<file path="src/pkg/tta_defs.svh">
// constants for the thermal threshold alert block
`ifndef TTA_DEFS_SVH
`define TTA_DEFS_SVH

// -----------------------------------------------------------------------
// geometry
// -----------------------------------------------------------------------
`define TTA_NUM_DOM  5
`define TTA_TEMP_W   10
`define TTA_DOM_W    3

// -----------------------------------------------------------------------
// domain indices on the threshold write port
// -----------------------------------------------------------------------
`define TTA_DOM_PROC 3'h0
`define TTA_DOM_GFX  3'h1
`define TTA_DOM_CORE 3'h2
`define TTA_DOM_DSP  3'h3
`define TTA_DOM_VID  3'h4

// -----------------------------------------------------------------------
// reset values and system numbering
// -----------------------------------------------------------------------
`define TTA_THR_RST  10'h3ff
`define TTA_IRQ_NUM  126

`endif

</file>
<file path="src/pkg/tta_pkg.sv">
// types shared by the thermal threshold alert block
`include "tta_defs.svh"

package tta_pkg;

  // one threshold write from the software side, same clock as the block
  typedef struct packed {
    logic                   valid;
    logic [`TTA_DOM_W-1:0]  dom;
    logic [`TTA_TEMP_W-1:0] value;
  } tta_thr_wr_t;

endpackage

</file>
<file path="src/core/tta_alert.sv">
// thermal threshold compare, sticky alert pending and interrupt line
`timescale 1ns/10ps
`default_nettype none
`include "tta_defs.svh"

module tta_alert
  import tta_pkg::*;
#(
  parameter int NUM_DOM = `TTA_NUM_DOM,
  parameter int TEMP_W  = `TTA_TEMP_W
) (
  input  wire logic                           clk_sys,
  input  wire logic                           resetn,
  input  wire logic                           ce,
  input  wire logic [NUM_DOM-1:0][TEMP_W-1:0] temp_data,
  input  wire logic [NUM_DOM-1:0]             temp_tgl,
  input  wire tta_thr_wr_t                    thr_wr,
  input  wire logic                           irq_en,
  input  wire logic [NUM_DOM-1:0]             alert_clr,
  output logic      [NUM_DOM-1:0]             alert_event_r,
  output logic      [NUM_DOM-1:0]             alert_pend_r,
  output logic      [NUM_DOM-1:0][TEMP_W-1:0] temp_r,
  output logic                                thermal_alert_irq_line
);

  localparam int IRQ_NUM = `TTA_IRQ_NUM;  // position on the processor side

  logic [NUM_DOM-1:0][TEMP_W-1:0] thr_r;
  logic [NUM_DOM-1:0]             upd;
  logic [NUM_DOM-1:0]             seen_r;
  logic [NUM_DOM-1:0]             above;
  logic [NUM_DOM-1:0]             above_r;
  logic [NUM_DOM-1:0]             pend_nxt;
  logic                           irq_r;

  // write decode, shared by the store and its check
  function automatic logic thr_hit(input tta_thr_wr_t w, input int d);
    thr_hit = w.valid && (int'(w.dom) == d);
  endfunction

  // -----------------------------------------------------------------------
  // per-domain crossing, threshold and compare
  // -----------------------------------------------------------------------
  genvar g;
  generate
    for (g = 0; g < NUM_DOM; g++) begin : g_dom
      tta_word_sync #(
        .W (TEMP_W)
      ) u_sync (
        .clk_sys (clk_sys),
        .resetn  (resetn),
        .ce      (ce),
        .tgl_in  (temp_tgl[g]),
        .data_in (temp_data[g]),
        .data_r  (temp_r[g]),
        .upd_r   (upd[g])
      );

      // threshold resets to full scale so only a full-scale reading fires before setup
      always_ff @(posedge clk_sys or negedge resetn) begin
        if (!resetn) begin
          thr_r[g] <= TEMP_W'(`TTA_THR_RST);
        end else if (ce && thr_hit(thr_wr, g)) begin
          thr_r[g] <= thr_wr.value;
        end
      end

      // no compare until a first real sample has arrived
      always_ff @(posedge clk_sys or negedge resetn) begin
        if (!resetn) begin
          seen_r[g] <= 1'b0;
        end else if (ce && upd[g]) begin
          seen_r[g] <= 1'b1;
        end
      end

      // reaching the limit counts, staying below never does
      assign above[g] = seen_r[g] && (temp_r[g] >= thr_r[g]);
    end
  endgenerate

  // -----------------------------------------------------------------------
  // event detection
  // -----------------------------------------------------------------------
  // edge of the crossing, so a steady level with a steady threshold gives
  // at most one event; both inputs are clk_sys flops, never raw words
  always_ff @(posedge clk_sys or negedge resetn) begin
    if (!resetn) begin
      above_r       <= '0;
      alert_event_r <= '0;
    end else if (ce) begin
      above_r       <= above;
      alert_event_r <= above & ~above_r;
    end
  end

  // -----------------------------------------------------------------------
  // sticky pending and interrupt
  // -----------------------------------------------------------------------
  // a new event in the clear cycle survives; earlier ones are discarded
  assign pend_nxt = (alert_pend_r & ~alert_clr) | alert_event_r;

  always_ff @(posedge clk_sys or negedge resetn) begin
    if (!resetn) begin
      alert_pend_r <= '0;
    end else if (ce) begin
      alert_pend_r <= pend_nxt;
    end
  end

  // registered so the line is glitch free across the OR of all domains and irq_en
  always_ff @(posedge clk_sys or negedge resetn) begin
    if (!resetn) begin
      irq_r <= 1'b0;
    end else if (ce) begin
      irq_r <= irq_en && (|alert_pend_r);
    end
  end

  assign thermal_alert_irq_line = irq_r;

  // -----------------------------------------------------------------------
  // checks
  // -----------------------------------------------------------------------
  generate
    for (g = 0; g < NUM_DOM; g++) begin : g_chk

    end
  endgenerate
endmodule

`default_nettype wire

</file>
<file path="src/core/tta_word_sync.sv">
// toggle-qualified word crossing from the sensor clock into clk_sys
`timescale 1ns/10ps
`default_nettype none
`include "tta_defs.svh"

module tta_word_sync
  import tta_pkg::*;
#(
  parameter int W = `TTA_TEMP_W
) (
  input  wire logic         clk_sys,
  input  wire logic         resetn,
  input  wire logic         ce,
  input  wire logic         tgl_in,
  input  wire logic [W-1:0] data_in,
  output logic      [W-1:0] data_r,
  output logic              upd_r
);

  logic         tgl_m_r;
  logic         tgl_s_r;
  logic         tgl_d_r;
  logic [W-1:0] data_m_r;
  logic [W-1:0] data_s_r;

  // -----------------------------------------------------------------------
  // synchronisers
  // -----------------------------------------------------------------------
  // first stages feed only second stages, nothing else looks at them
  always_ff @(posedge clk_sys or negedge resetn) begin
    if (!resetn) begin
      tgl_m_r  <= 1'b0;
      tgl_s_r  <= 1'b0;
      tgl_d_r  <= 1'b0;
      data_m_r <= '0;
      data_s_r <= '0;
    end else if (ce) begin
      tgl_m_r  <= tgl_in;
      tgl_s_r  <= tgl_m_r;
      tgl_d_r  <= tgl_s_r;
      data_m_r <= data_in;
      data_s_r <= data_m_r;
    end
  end

  // -----------------------------------------------------------------------
  // capture
  // -----------------------------------------------------------------------
  // word is taken only once the toggle has settled, so it is never caught
  // mid-change; the sensor holds it steady from toggle to next toggle
  always_ff @(posedge clk_sys or negedge resetn) begin
    if (!resetn) begin
      data_r <= '0;
      upd_r  <= 1'b0;
    end else if (ce) begin
      upd_r <= tgl_s_r ^ tgl_d_r;
      if (tgl_s_r ^ tgl_d_r) begin
        data_r <= data_s_r;
      end
    end
  end
endmodule

`default_nettype wire

</file>
<file path="config.mk">
export PLATFORM = sky130hd
export DESIGN_NAME = tta_alert
export DESIGN_NICKNAME = d
export VERILOG_FILES = /design/src/pkg/tta_pkg.sv /design/src/core/tta_alert.sv /design/src/core/tta_word_sync.sv
export VERILOG_INCLUDE_DIRS = /design/src /design/src/pkg
export SDC_FILE = /design/constraint.sdc
export NUM_CORES = 1
export LEC_CHECK = 0
export ABC_CLOCK_PERIOD_IN_PS = 2100
export BUFFER_PORTS_ARGS = -buffer_cell sky130_fd_sc_hd__buf_4
export CORE_MARGIN = 3
export CORE_UTILIZATION = 45
export DETAILED_ROUTE_END_ITERATION = 8
export HOLD_SLACK_MARGIN = 0.02
export PLACE_DENSITY = 0.74
export SYNTH_ARGS = -nofsm -noshare
export SYNTH_HDL_FRONTEND = slang
export SYNTH_HIERARCHICAL = 1
export SYNTH_SLANG_ARGS = --single-unit
</file>
<file path="constraint.sdc">
create_clock -name clk_sys -period 2.1 [get_ports clk_sys]
set_clock_uncertainty 0.1 [all_clocks]
set_input_delay 0.105 -clock clk_sys [delete_from_list [all_inputs] [get_ports clk_sys]]
set_output_delay 0.105 -clock clk_sys [all_outputs]
set_load 0.01 [all_outputs]
</file>
==> flow_metrics.env, run 1 <==
export IMPL_period_share_pct=92.4
export IMPL_setup_tns_final_ps=0
export IMPL_cp_start_kind="register"
export IMPL_wl_per_cell_um=16.5
export IMPL_clock_tree_root_cell="clkbuf_16"
export IMPL_ios=139
export IMPL_synth_area_leaders="dfrtp_1 46%, mux2_2 18%, dfstp_2 13%"
export IMPL_ys_types=34
export IMPL_insertedDiodeCount=0
export IMPL_grt_usage_pct=16.9
export IMPL_fmax_ghz=0.515
export IMPL_clk_pin_slew_ps=60
export IMPL_yosys_area_top_type_share_pct=45.6
export IMPL_cp_max_fo=2
export IMPL_grt_pass1_vias=6603
export IMPL_synth_mux_area_share_pct=24.7
export IMPL_synth_net_count=846
export IMPL_cts_tree="yes"
export IMPL_cts_buffers=26
export IMPL_yosys_area_top_type="dfrtp_1"
export IMPL_worstSetupEndpointType="register"
export IMPL_syn_inst=718
export IMPL_clk_path_buf_depth=3
export IMPL_r2r_cells=6
export IMPL_cp_data_arrival_time_ps=2210
export IMPL_synth_adder_area_share_pct=5.97
export IMPL_core_area_mm2=0.0228
export IMPL_final_cells=1284
export IMPL_ys_ff_latch=241
export IMPL_hold_path_class="primary input to asynchronous set/reset pin"
export IMPL_status="complete, no violations"
export IMPL_antenna_left=0
export IMPL_finalWeightedCongestion=0.766
export IMPL_synth_top_family_by_area="multiplexers"
export IMPL_viasPerCell=4.92
export IMPL_finalCriticalPeriod_ps=1940
export IMPL_vias=6311
export IMPL_nets=1079
export IMPL_powerDensity_mw_per_mm2=1190
export IMPL_hold_viol_final=0
export IMPL_synth_xor_xnor_area_share_pct=0.418
export IMPL_totalWireLength_mm=21.2
export IMPL_worst_hold_slack_ps=18.1
export IMPL_portBuffers=138
export IMPL_grt_pass1_wl_mm=34.0
export IMPL_drc_errors=0
export IMPL_htree_levels=1
export IMPL_rows=55
export IMPL_cts_sinks=241
export IMPL_max_slew_margin_pct=57.1
export IMPL_setup_viol=0
export IMPL_synthSimpleGateAreaFrac_pct=3.21
export IMPL_clock_latency_ps=530
export IMPL_rsz0062_at_grt="false"
export IMPL_start_util_pct=46.0
export IMPL_die_h_um=159
export IMPL_syn_to_final_growth_pct=29.4
export IMPL_ir_worst_vdd_uv=793
export IMPL_dpl_hpwl_mm=14.3
export IMPL_drt_iter0_markers=273
export IMPL_die_area_mm2=0.0252
export IMPL_tightest_slew_ps=642
export IMPL_p_leak_nw=6.28
export IMPL_cap_viol_max_count=0
export IMPL_seq_area_frac_synth_pct=58.1
export IMPL_yosysWarnings=6
export IMPL_grt_overflow=0
export IMPL_required_ps=2370
export IMPL_synth_area_mm2=0.0105
export IMPL_dr_pass1_iters=4
export IMPL_path_class="register to register"
export IMPL_slew_violations=0
export IMPL_drive_gt1_share_pct=48.0
export IMPL_final_util_pct=59.6
export IMPL_die_w_um=159
export IMPL_grt_max_degree=68
export IMPL_avgSynthCellArea_um2=14.6
export IMPL_synth_compound_area_share_pct=3.72
export IMPL_dp_cells=1161
export IMPL_antenna_found_initial=0
## stage by stage
step | worst slack, ps | cell area, um2 | power, mW
after global routing | 8.28 | 13600 | 17.3
after CTS | 151 | 13600 | 16.4
after detailed placement | 151 | 11900 | 11.7
after global placement | 244 | 11900 | 11.5
final | 160 | 13600 | 16.2
after floorplan | 332 | 10500 | 9.67
## per-layer routing
layer	global-route usage, %	routed length [um]
met5	0	0
met2	28.6	10300
met4	3.03	303
met1	23.1	9690
met3	3.32	914
## state kept, by name (all words and copies together), names as in the netlist
signal and count:
g_dom.u_sync/tgl_s_r 5, g_dom.u_sync/tgl_d_r 5, thermal_alert_irq_line 1, thr_r 50
alert_event_r 5, g_dom.u_sync/tgl_m_r 5, g_dom.u_sync/data_m_r 50, g_dom.u_sync/data_r 50
g_dom.u_sync/data_s_r 50, above_r 5, seen_r 5, alert_pend_r 5
g_dom.u_sync/upd_r 5
## final timing paths
path | from | endpoint | slack (ps)
max | thr_r[7]$_DFFE_PN1P_ | above_r[0]$_DFFE_PN0P_ | 160
min | resetn | g_dom[4].u_sync/tgl_m_r$_DFFE_PN0P_ | 20
max reg2reg | thr_r[7]$_DFFE_PN1P_ | above_r[0]$_DFFE_PN0P_ | 160
min reg2reg | g_dom[0].u_sync/upd_r$_DFFE_PN0P_ | seen_r[0]$_DFFE_PN0P_ | 380
max in group asynchronous | resetn | thr_r[38]$_DFFE_PN1P_ | 1110
min in group clk_sys | thr_wr[12] | thr_r[6]$_DFFE_PN1P_ | 50
## what timing repair did
action	4_1_cts	5_1_grt
gates resized for setup	0	1
hold buffers	75	0
setup buffers	0	0
endpoints found under the hold margin	323	0
setup endpoints to repair	0	2
## report_power, final
group	switching (mW)	total (mW)	internal [mW]
Clock	1.77	4.49	2.72
Combinational	1.94	4.74	2.80
Sequential	0.989	6.96	5.98
## synth_stat cells
library cell and instances:
a211oi_1 10, a21o_1 10, a21oi_1 5, a22o_1 5, a41oi_1 5, buf_1 2, buf_2 11, buf_4 5
buf_6 5, clkbuf_1 1, dfrtp_1 191, dfstp_2 50, ha_1 50, inv_1 66, mux2_2 170, mux2_4 45
nand2_1 18, nand2_2 1, nand2b_1 5, nand3_1 4, nand3_2 1, nand4_1 5, nand4_2 1, nor2_1 6
nor2_4 3, nor3_1 5, nor3b_1 5, nor4_1 5, o211ai_1 1, o21ai_0 11, o22ai_1 9, o32ai_1 1
or4_1 1, xor2_1 5
## final cells by class
class | count | area [um2]
repair buffers | 229 | 1980
clock inverters | 9 | 113
flip-flops and latches | 241 | 6090
inverters | 66 | 248
well taps | 313 | 392
fillers | 1764 | 9210
multi-input cells | 387 | 3990
clock buffers | 39 | 749
## kinds of logic after synthesis
family,after synthesis
AND/OR/NAND/NOR,60
buffers and inverters,90
adder cells (fa/ha/maj),50
flip-flops,241
multiplexers,215
XOR/XNOR,5
AO/OA/AOI/OAI,57
## cells in the final DEF (no fill, tap or decap), drive strengths merged, types with 6 or more instances in the layout
| cell type | n |
|---|---|
| mux2 | 215 |
| dfrtp | 191 |
| buf | 154 |
| dlygate4sd3 | 75 |
| inv | 66 |
| ha | 50 |
| dfstp | 50 |
| clkbuf | 39 |
| nand2 | 19 |
| o21ai | 11 |
| a211oi | 10 |
| a21o | 10 |
| o22ai | 9 |
| nor2 | 9 |
| nand4 | 6 |
| clkinv | 6 |
## critical path, cell delays in order (launching register included)
cell,delay (ps)
dfstp_2,520
inv_1,40
ha_1,280
a211oi_1,230
nor2_1,80
nor4_1,390
o22ai_1,160
Power figures use the tool's default switching activity.
==> run 2: changes to the inputs <==
Settings changed: BUFFER_PORTS_ARGS -buffer_cell sky130_fd_sc_hd__buf_4 to -buffer_cell sky130_fd_sc_hd__buf_2.
==> flow_metrics.env, run 2 (synthesis results as in run 1) <==
export IMPL_status="complete, no violations"
export IMPL_cp_slowest_cell="dfstp_2"
export IMPL_vias=6353
export IMPL_fmax_ghz=0.522
export IMPL_grt_usage_pct=17.3
export IMPL_cp_max_fo=2
export IMPL_clock_tree_root_cell="clkbuf_16"
export IMPL_drive_gt1_share_pct=48.4
export IMPL_powerDensity_mw_per_mm2=1210
export IMPL_hold_path_class="primary input to register"
export IMPL_syn_to_final_growth_pct=26.8
export IMPL_wl_per_cell_um=16.5
export IMPL_path_class="register to register"
export IMPL_setup_viol=0
export IMPL_crit_family="simple AND/OR/NAND/NOR gates"
export IMPL_drc_errors=0
export IMPL_holdPathStages=4
export IMPL_rows=55
export IMPL_crit_path_max_incr_delay_ps=530
export IMPL_insertedDiodeCount=0
export IMPL_p_leak_nw=6.20
export IMPL_required_ps=2380
export IMPL_die_w_um=159
export IMPL_finalCriticalPeriod_ps=1920
export IMPL_path_depth=6
export IMPL_die_h_um=159
export IMPL_core_area_mm2=0.0228
export IMPL_slew_violations=0
export IMPL_period_share_pct=91.3
export IMPL_final_common_cell="dfrtp_1"
export IMPL_rsz0062_at_grt="false"
export IMPL_cp_data_arrival_time_ps=2200
export IMPL_htree_levels=1
export IMPL_max_slew_margin_pct=55.0
export IMPL_grt_max_degree=60
export IMPL_ios=139
export IMPL_clock_latency_ps=530
export IMPL_die_area_mm2=0.0252
export IMPL_clk_pin_slew_ps=60
export IMPL_final_util_pct=58.4
export IMPL_finalWeightedCongestion=0.773
export IMPL_grt_pass1_wl_mm=34.5
export IMPL_portBuffers=138
export IMPL_hold_viol_final=0
export IMPL_drt_iter0_markers=190
export IMPL_totalWireLength_mm=21.2
export IMPL_tightest_slew_ps=674
export IMPL_setup_tns_final_ps=0
export IMPL_final_cell_mix="191 x dfrtp_1, 170 x mux2_2, 136 x buf_2"
export IMPL_worstSetupEndpointType="register"
export IMPL_cp_start_kind="register"
export IMPL_r2r_cells=6
export IMPL_nets=1080
export IMPL_crit_chain="ha_1 > nand2b_1 > a211oi_1 > nor3_1 > nor4_1 > o22ai_1"
export IMPL_critical_path_buf_inv_count=0
export IMPL_cap_viol_max_count=0
export IMPL_cts_setup_buffers=0
export IMPL_antenna_left=0
export IMPL_viasPerCell=4.94
export IMPL_cts_sinks=241
export IMPL_ir_worst_vdd_uv=955
export IMPL_start_util_pct=46.0
export IMPL_cts_buffers=27
export IMPL_grt_pass1_vias=6648
export IMPL_dr_pass1_iters=4
export IMPL_grt_overflow=0
export IMPL_antenna_found_initial=0
export IMPL_clk_path_buf_depth=3
export IMPL_dpl_hpwl_mm=14.1
export IMPL_cts_tree="yes"
[run 2: cell types whose count changed in the layout (fill, tap and decap cells not counted), sizes merged]
cell,delta
clkinv,+2
inv,+3
clkbuf,-4
bufinv,+1
dlygate4sd3,+2
buf,-2
[run 2: path summary, 6_finish.rpt]
path / start / end / slack (ps)
worst max-delay path: thr_r[10]$_DFFE_PN1P_ / above_r[1]$_DFFE_PN0P_ / 180
max in group asynchronous: resetn / thr_r[32]$_DFFE_PN1P_ / 1360
worst min register to register: seen_r[4]$_DFFE_PN0P_ / seen_r[4]$_DFFE_PN0P_ / 360
worst max register to register: thr_r[10]$_DFFE_PN1P_ / above_r[1]$_DFFE_PN0P_ / 180
worst min-delay path: thr_wr[12] / thr_r[3]$_DFFE_PN1P_ / 80
min in group asynchronous: resetn / thr_r[48]$_DFFE_PN1P_ / 150
[run 2: layout make-up]
type,instances,area (um2)
Inverter,66,248
Clock buffer,35,746
Tap cell,313,392
Clock inverter,15,171
Fill cell,1814,9480
Timing Repair Buffer,229,1650
Multi-Input combinational cell,387,4000
Sequential cell,241,6090
[run 2: metal layers]
layer	global-route usage, %	up-vias	wire (um)
met5	0	-	0
met4	3.97	0	464
met3	2.75	30	780
met2	29.7	126	10200
met1	23.2	3187	9730
li1	-	3010	-
[run 2: timing repair]
action                                 4_1_cts  5_1_grt
endpoints found under the hold margin      327        0
hold buffers                                78        0
setup endpoints to repair                    0        4
gates resized for setup                      0        2
[run 2: worst reg2reg max path, cell delays in order (launching register included)]
cell	delay [ps]
dfstp_2	530
ha_1	220
nand2b_1	140
a211oi_1	220
nor3_1	70
nor4_1	350
o22ai_1	150
[run 2: through the flow]
step / cell area [um2] / total power, mW / setup slack, ps / hold WS, ps / instances
after detailed placement: 11600 / 11.3 / 187 / -47.8 / 1158
after floorplan: 10500 / 9.67 / 332 / -291 / 718
after CTS: 13300 / 16.3 / 179 / 51.4 / 1286
final: 13300 / 16.1 / 184 / 80.6 / 1286
after global placement: 11600 / 11.1 / 243 / -52.1 / 1158
after global routing: 13300 / 17.2 / 44.7 / 99.8 / 1286
[run 2: power breakdown]
part	total, mW	leakage (nW)	switching (mW)	internal, mW
registers	6.91	2.76	0.937	5.98
logic	4.41	2.98	1.94	2.47
clock network	4.77	0.454	1.88	2.89
total	16.1	6.20	4.76	11.3
==> run 3: changes to the inputs <==
Settings changed: ABC_CLOCK_PERIOD_IN_PS 2100 to 2300, CAP_MARGIN set to 5.
Clock period 2.1 ns to 2.3 ns, I/O delays scaled along.
==> flow_metrics.env, run 3 (synthesis results as in run 1) <==
export IMPL_status="complete, no violations"
export IMPL_grt_overflow=0
export IMPL_clock_latency_ps=510
export IMPL_hold_buffers=75
export IMPL_die_area_mm2=0.0252
export IMPL_clk_pin_slew_ps=60
export IMPL_p_sw_mw=4.22
export IMPL_cts_buffers=26
export IMPL_max_slew_margin_pct=54.1
export IMPL_rsz0062_at_grt="false"
export IMPL_period_share_pct=82.7
export IMPL_cts_setup_buffers=0
export IMPL_p_leak_nw=6.21
export IMPL_antenna_found_initial=0
export IMPL_antenna_left=0
export IMPL_start_util_pct=46.0
export IMPL_power_frac_comb_pct=26.4
export IMPL_core_area_mm2=0.0228
export IMPL_totalWireLength_mm=20.8
export IMPL_syn_to_final_growth_pct=26.9
export IMPL_worst_hold_slack_ps=89.4
export IMPL_final_common_cell="dfrtp_1"
export IMPL_htree_levels=1
export IMPL_clock_tree_root_cell="clkbuf_16"
export IMPL_tightest_slew_ps=687
export IMPL_setup_tns_final_ps=0
export IMPL_finalCriticalPeriod_ps=1900
export IMPL_ios=139
export IMPL_cp_start_kind="register"
export IMPL_dr_pass1_iters=4
export IMPL_ir_worst_vdd_uv=658
export IMPL_cap_viol_max_count=0
export IMPL_fmax_ghz=0.526
export IMPL_setup_viol=0
export IMPL_slew_violations=0
export IMPL_grt_pass1_vias=6480
export IMPL_viasPerCell=4.90
export IMPL_path_class="register to register"
export IMPL_cts_tree="yes"
export IMPL_portBuffers=138
export IMPL_setup_slack_ps=397
export IMPL_final_util_pct=58.4
export IMPL_cp_data_arrival_time_ps=2180
export IMPL_dpl_hpwl_mm=13.9
export IMPL_drive_gt1_share_pct=48.2
export IMPL_powerDensity_mw_per_mm2=1120
export IMPL_place_ws_ps=395
export IMPL_grt_pass1_wl_mm=33.4
export IMPL_swShare_pct=28.2
export IMPL_hold_path_class="primary input to asynchronous set/reset pin"
export IMPL_hold_viol_final=0
export IMPL_cts_repair_resized=0
export IMPL_final_cell_mix="191 x dfrtp_1, 170 x mux2_2, 136 x buf_2"
export IMPL_finalWeightedCongestion=0.765
export IMPL_drc_errors=0
export IMPL_wl_per_cell_um=16.2
export IMPL_p_seq_share_pct=42.2
export IMPL_die_w_um=159
export IMPL_die_h_um=159
export IMPL_required_ps=2580
export IMPL_r2r_cells=7
export IMPL_power_internal_mw=10.7
export IMPL_nets=1075
export IMPL_fillers=1805
export IMPL_drt_iter0_markers=213
export IMPL_clk_path_buf_depth=3
export IMPL_grt_max_degree=79
export IMPL_rows=55
export IMPL_cp_max_fo=2
export IMPL_vias=6281
export IMPL_cts_sinks=241
export IMPL_worstSetupEndpointType="register"
export IMPL_clkPwrFrac_pct=31.3
export IMPL_grt_usage_pct=16.8
-- run 3: metrics by stage --
stage	area (um2)	total power, mW	cells
global route	13300	16.0	1280
global placement	11600	10.1	1157
finish	13300	15.0	1281
floorplan	10500	8.83	718
detailed placement	11600	10.3	1157
CTS	13300	15.2	1280
-- run 3: path summary, 6_finish.rpt --
kind,slack [ps],startpoint,end
setup / recovery,400,thr_r[33]$_DFFE_PN1P_,alert_event_r[3]$_DFFE_PN0P_
hold / removal,90,resetn,g_dom[2].u_sync/tgl_m_r$_DFFE_PN0P_
setup reg to reg,400,thr_r[33]$_DFFE_PN1P_,alert_event_r[3]$_DFFE_PN0P_
hold reg to reg,360,seen_r[4]$_DFFE_PN0P_,seen_r[4]$_DFFE_PN0P_
max in group asynchronous,1250,resetn,thr_r[3]$_DFFE_PN1P_
min in group clk_sys,110,thr_wr[12],thr_r[4]$_DFFE_PN1P_
-- run 3: area by class of cell --
| class | count | area, um2 | share of cell area [%] |
|---|---|---|---|
| Tap cell | 313 | 392 | 2.94 |
| Inverter | 66 | 248 | 1.86 |
| Sequential cell | 241 | 6090 | 45.8 |
| Timing Repair Buffer | 225 | 1590 | 11.9 |
| Multi-Input combinational cell | 387 | 3990 | 30.0 |
| Antenna cell | 1 | 2.50 | 0.0188 |
| Clock buffer | 37 | 793 | 5.96 |
| Clock inverter | 11 | 206 | 1.55 |
-- run 3: layer usage --
metal | GRT usage (%) | vias to the layer above | share of wire, %
met3 | 3.04 | 24 | 4.3
met2 | 27.1 | 124 | 47
met4 | 3.93 | 0 | 2.0
li1 | - | 2979 | -
met1 | 23.7 | 3154 | 47
met5 | 0 | - | 0
-- run 3: power by group through the flow --
stage | clock, mW | combinational [mW] | sequential (mW)
6_report | 4.68 | 3.96 | 6.32
5_1_grt | 5.03 | 4.49 | 6.46
4_1_cts | 4.82 | 4.02 | 6.33
3_5_place_dp | 0 | 3.90 | 6.40
3_3_place_gp | 0 | 3.75 | 6.36
2_1_floorplan | 0 | 2.49 | 6.34
-- run 3: worst max-delay path: stages, from the launching register on --
cell and delay (ps):
dfstp_2 530, inv_1 40, ha_1 280, a21o_1 180, a21oi_1 170, nor3b_1 70
nor4_1 260, o22ai_1 140
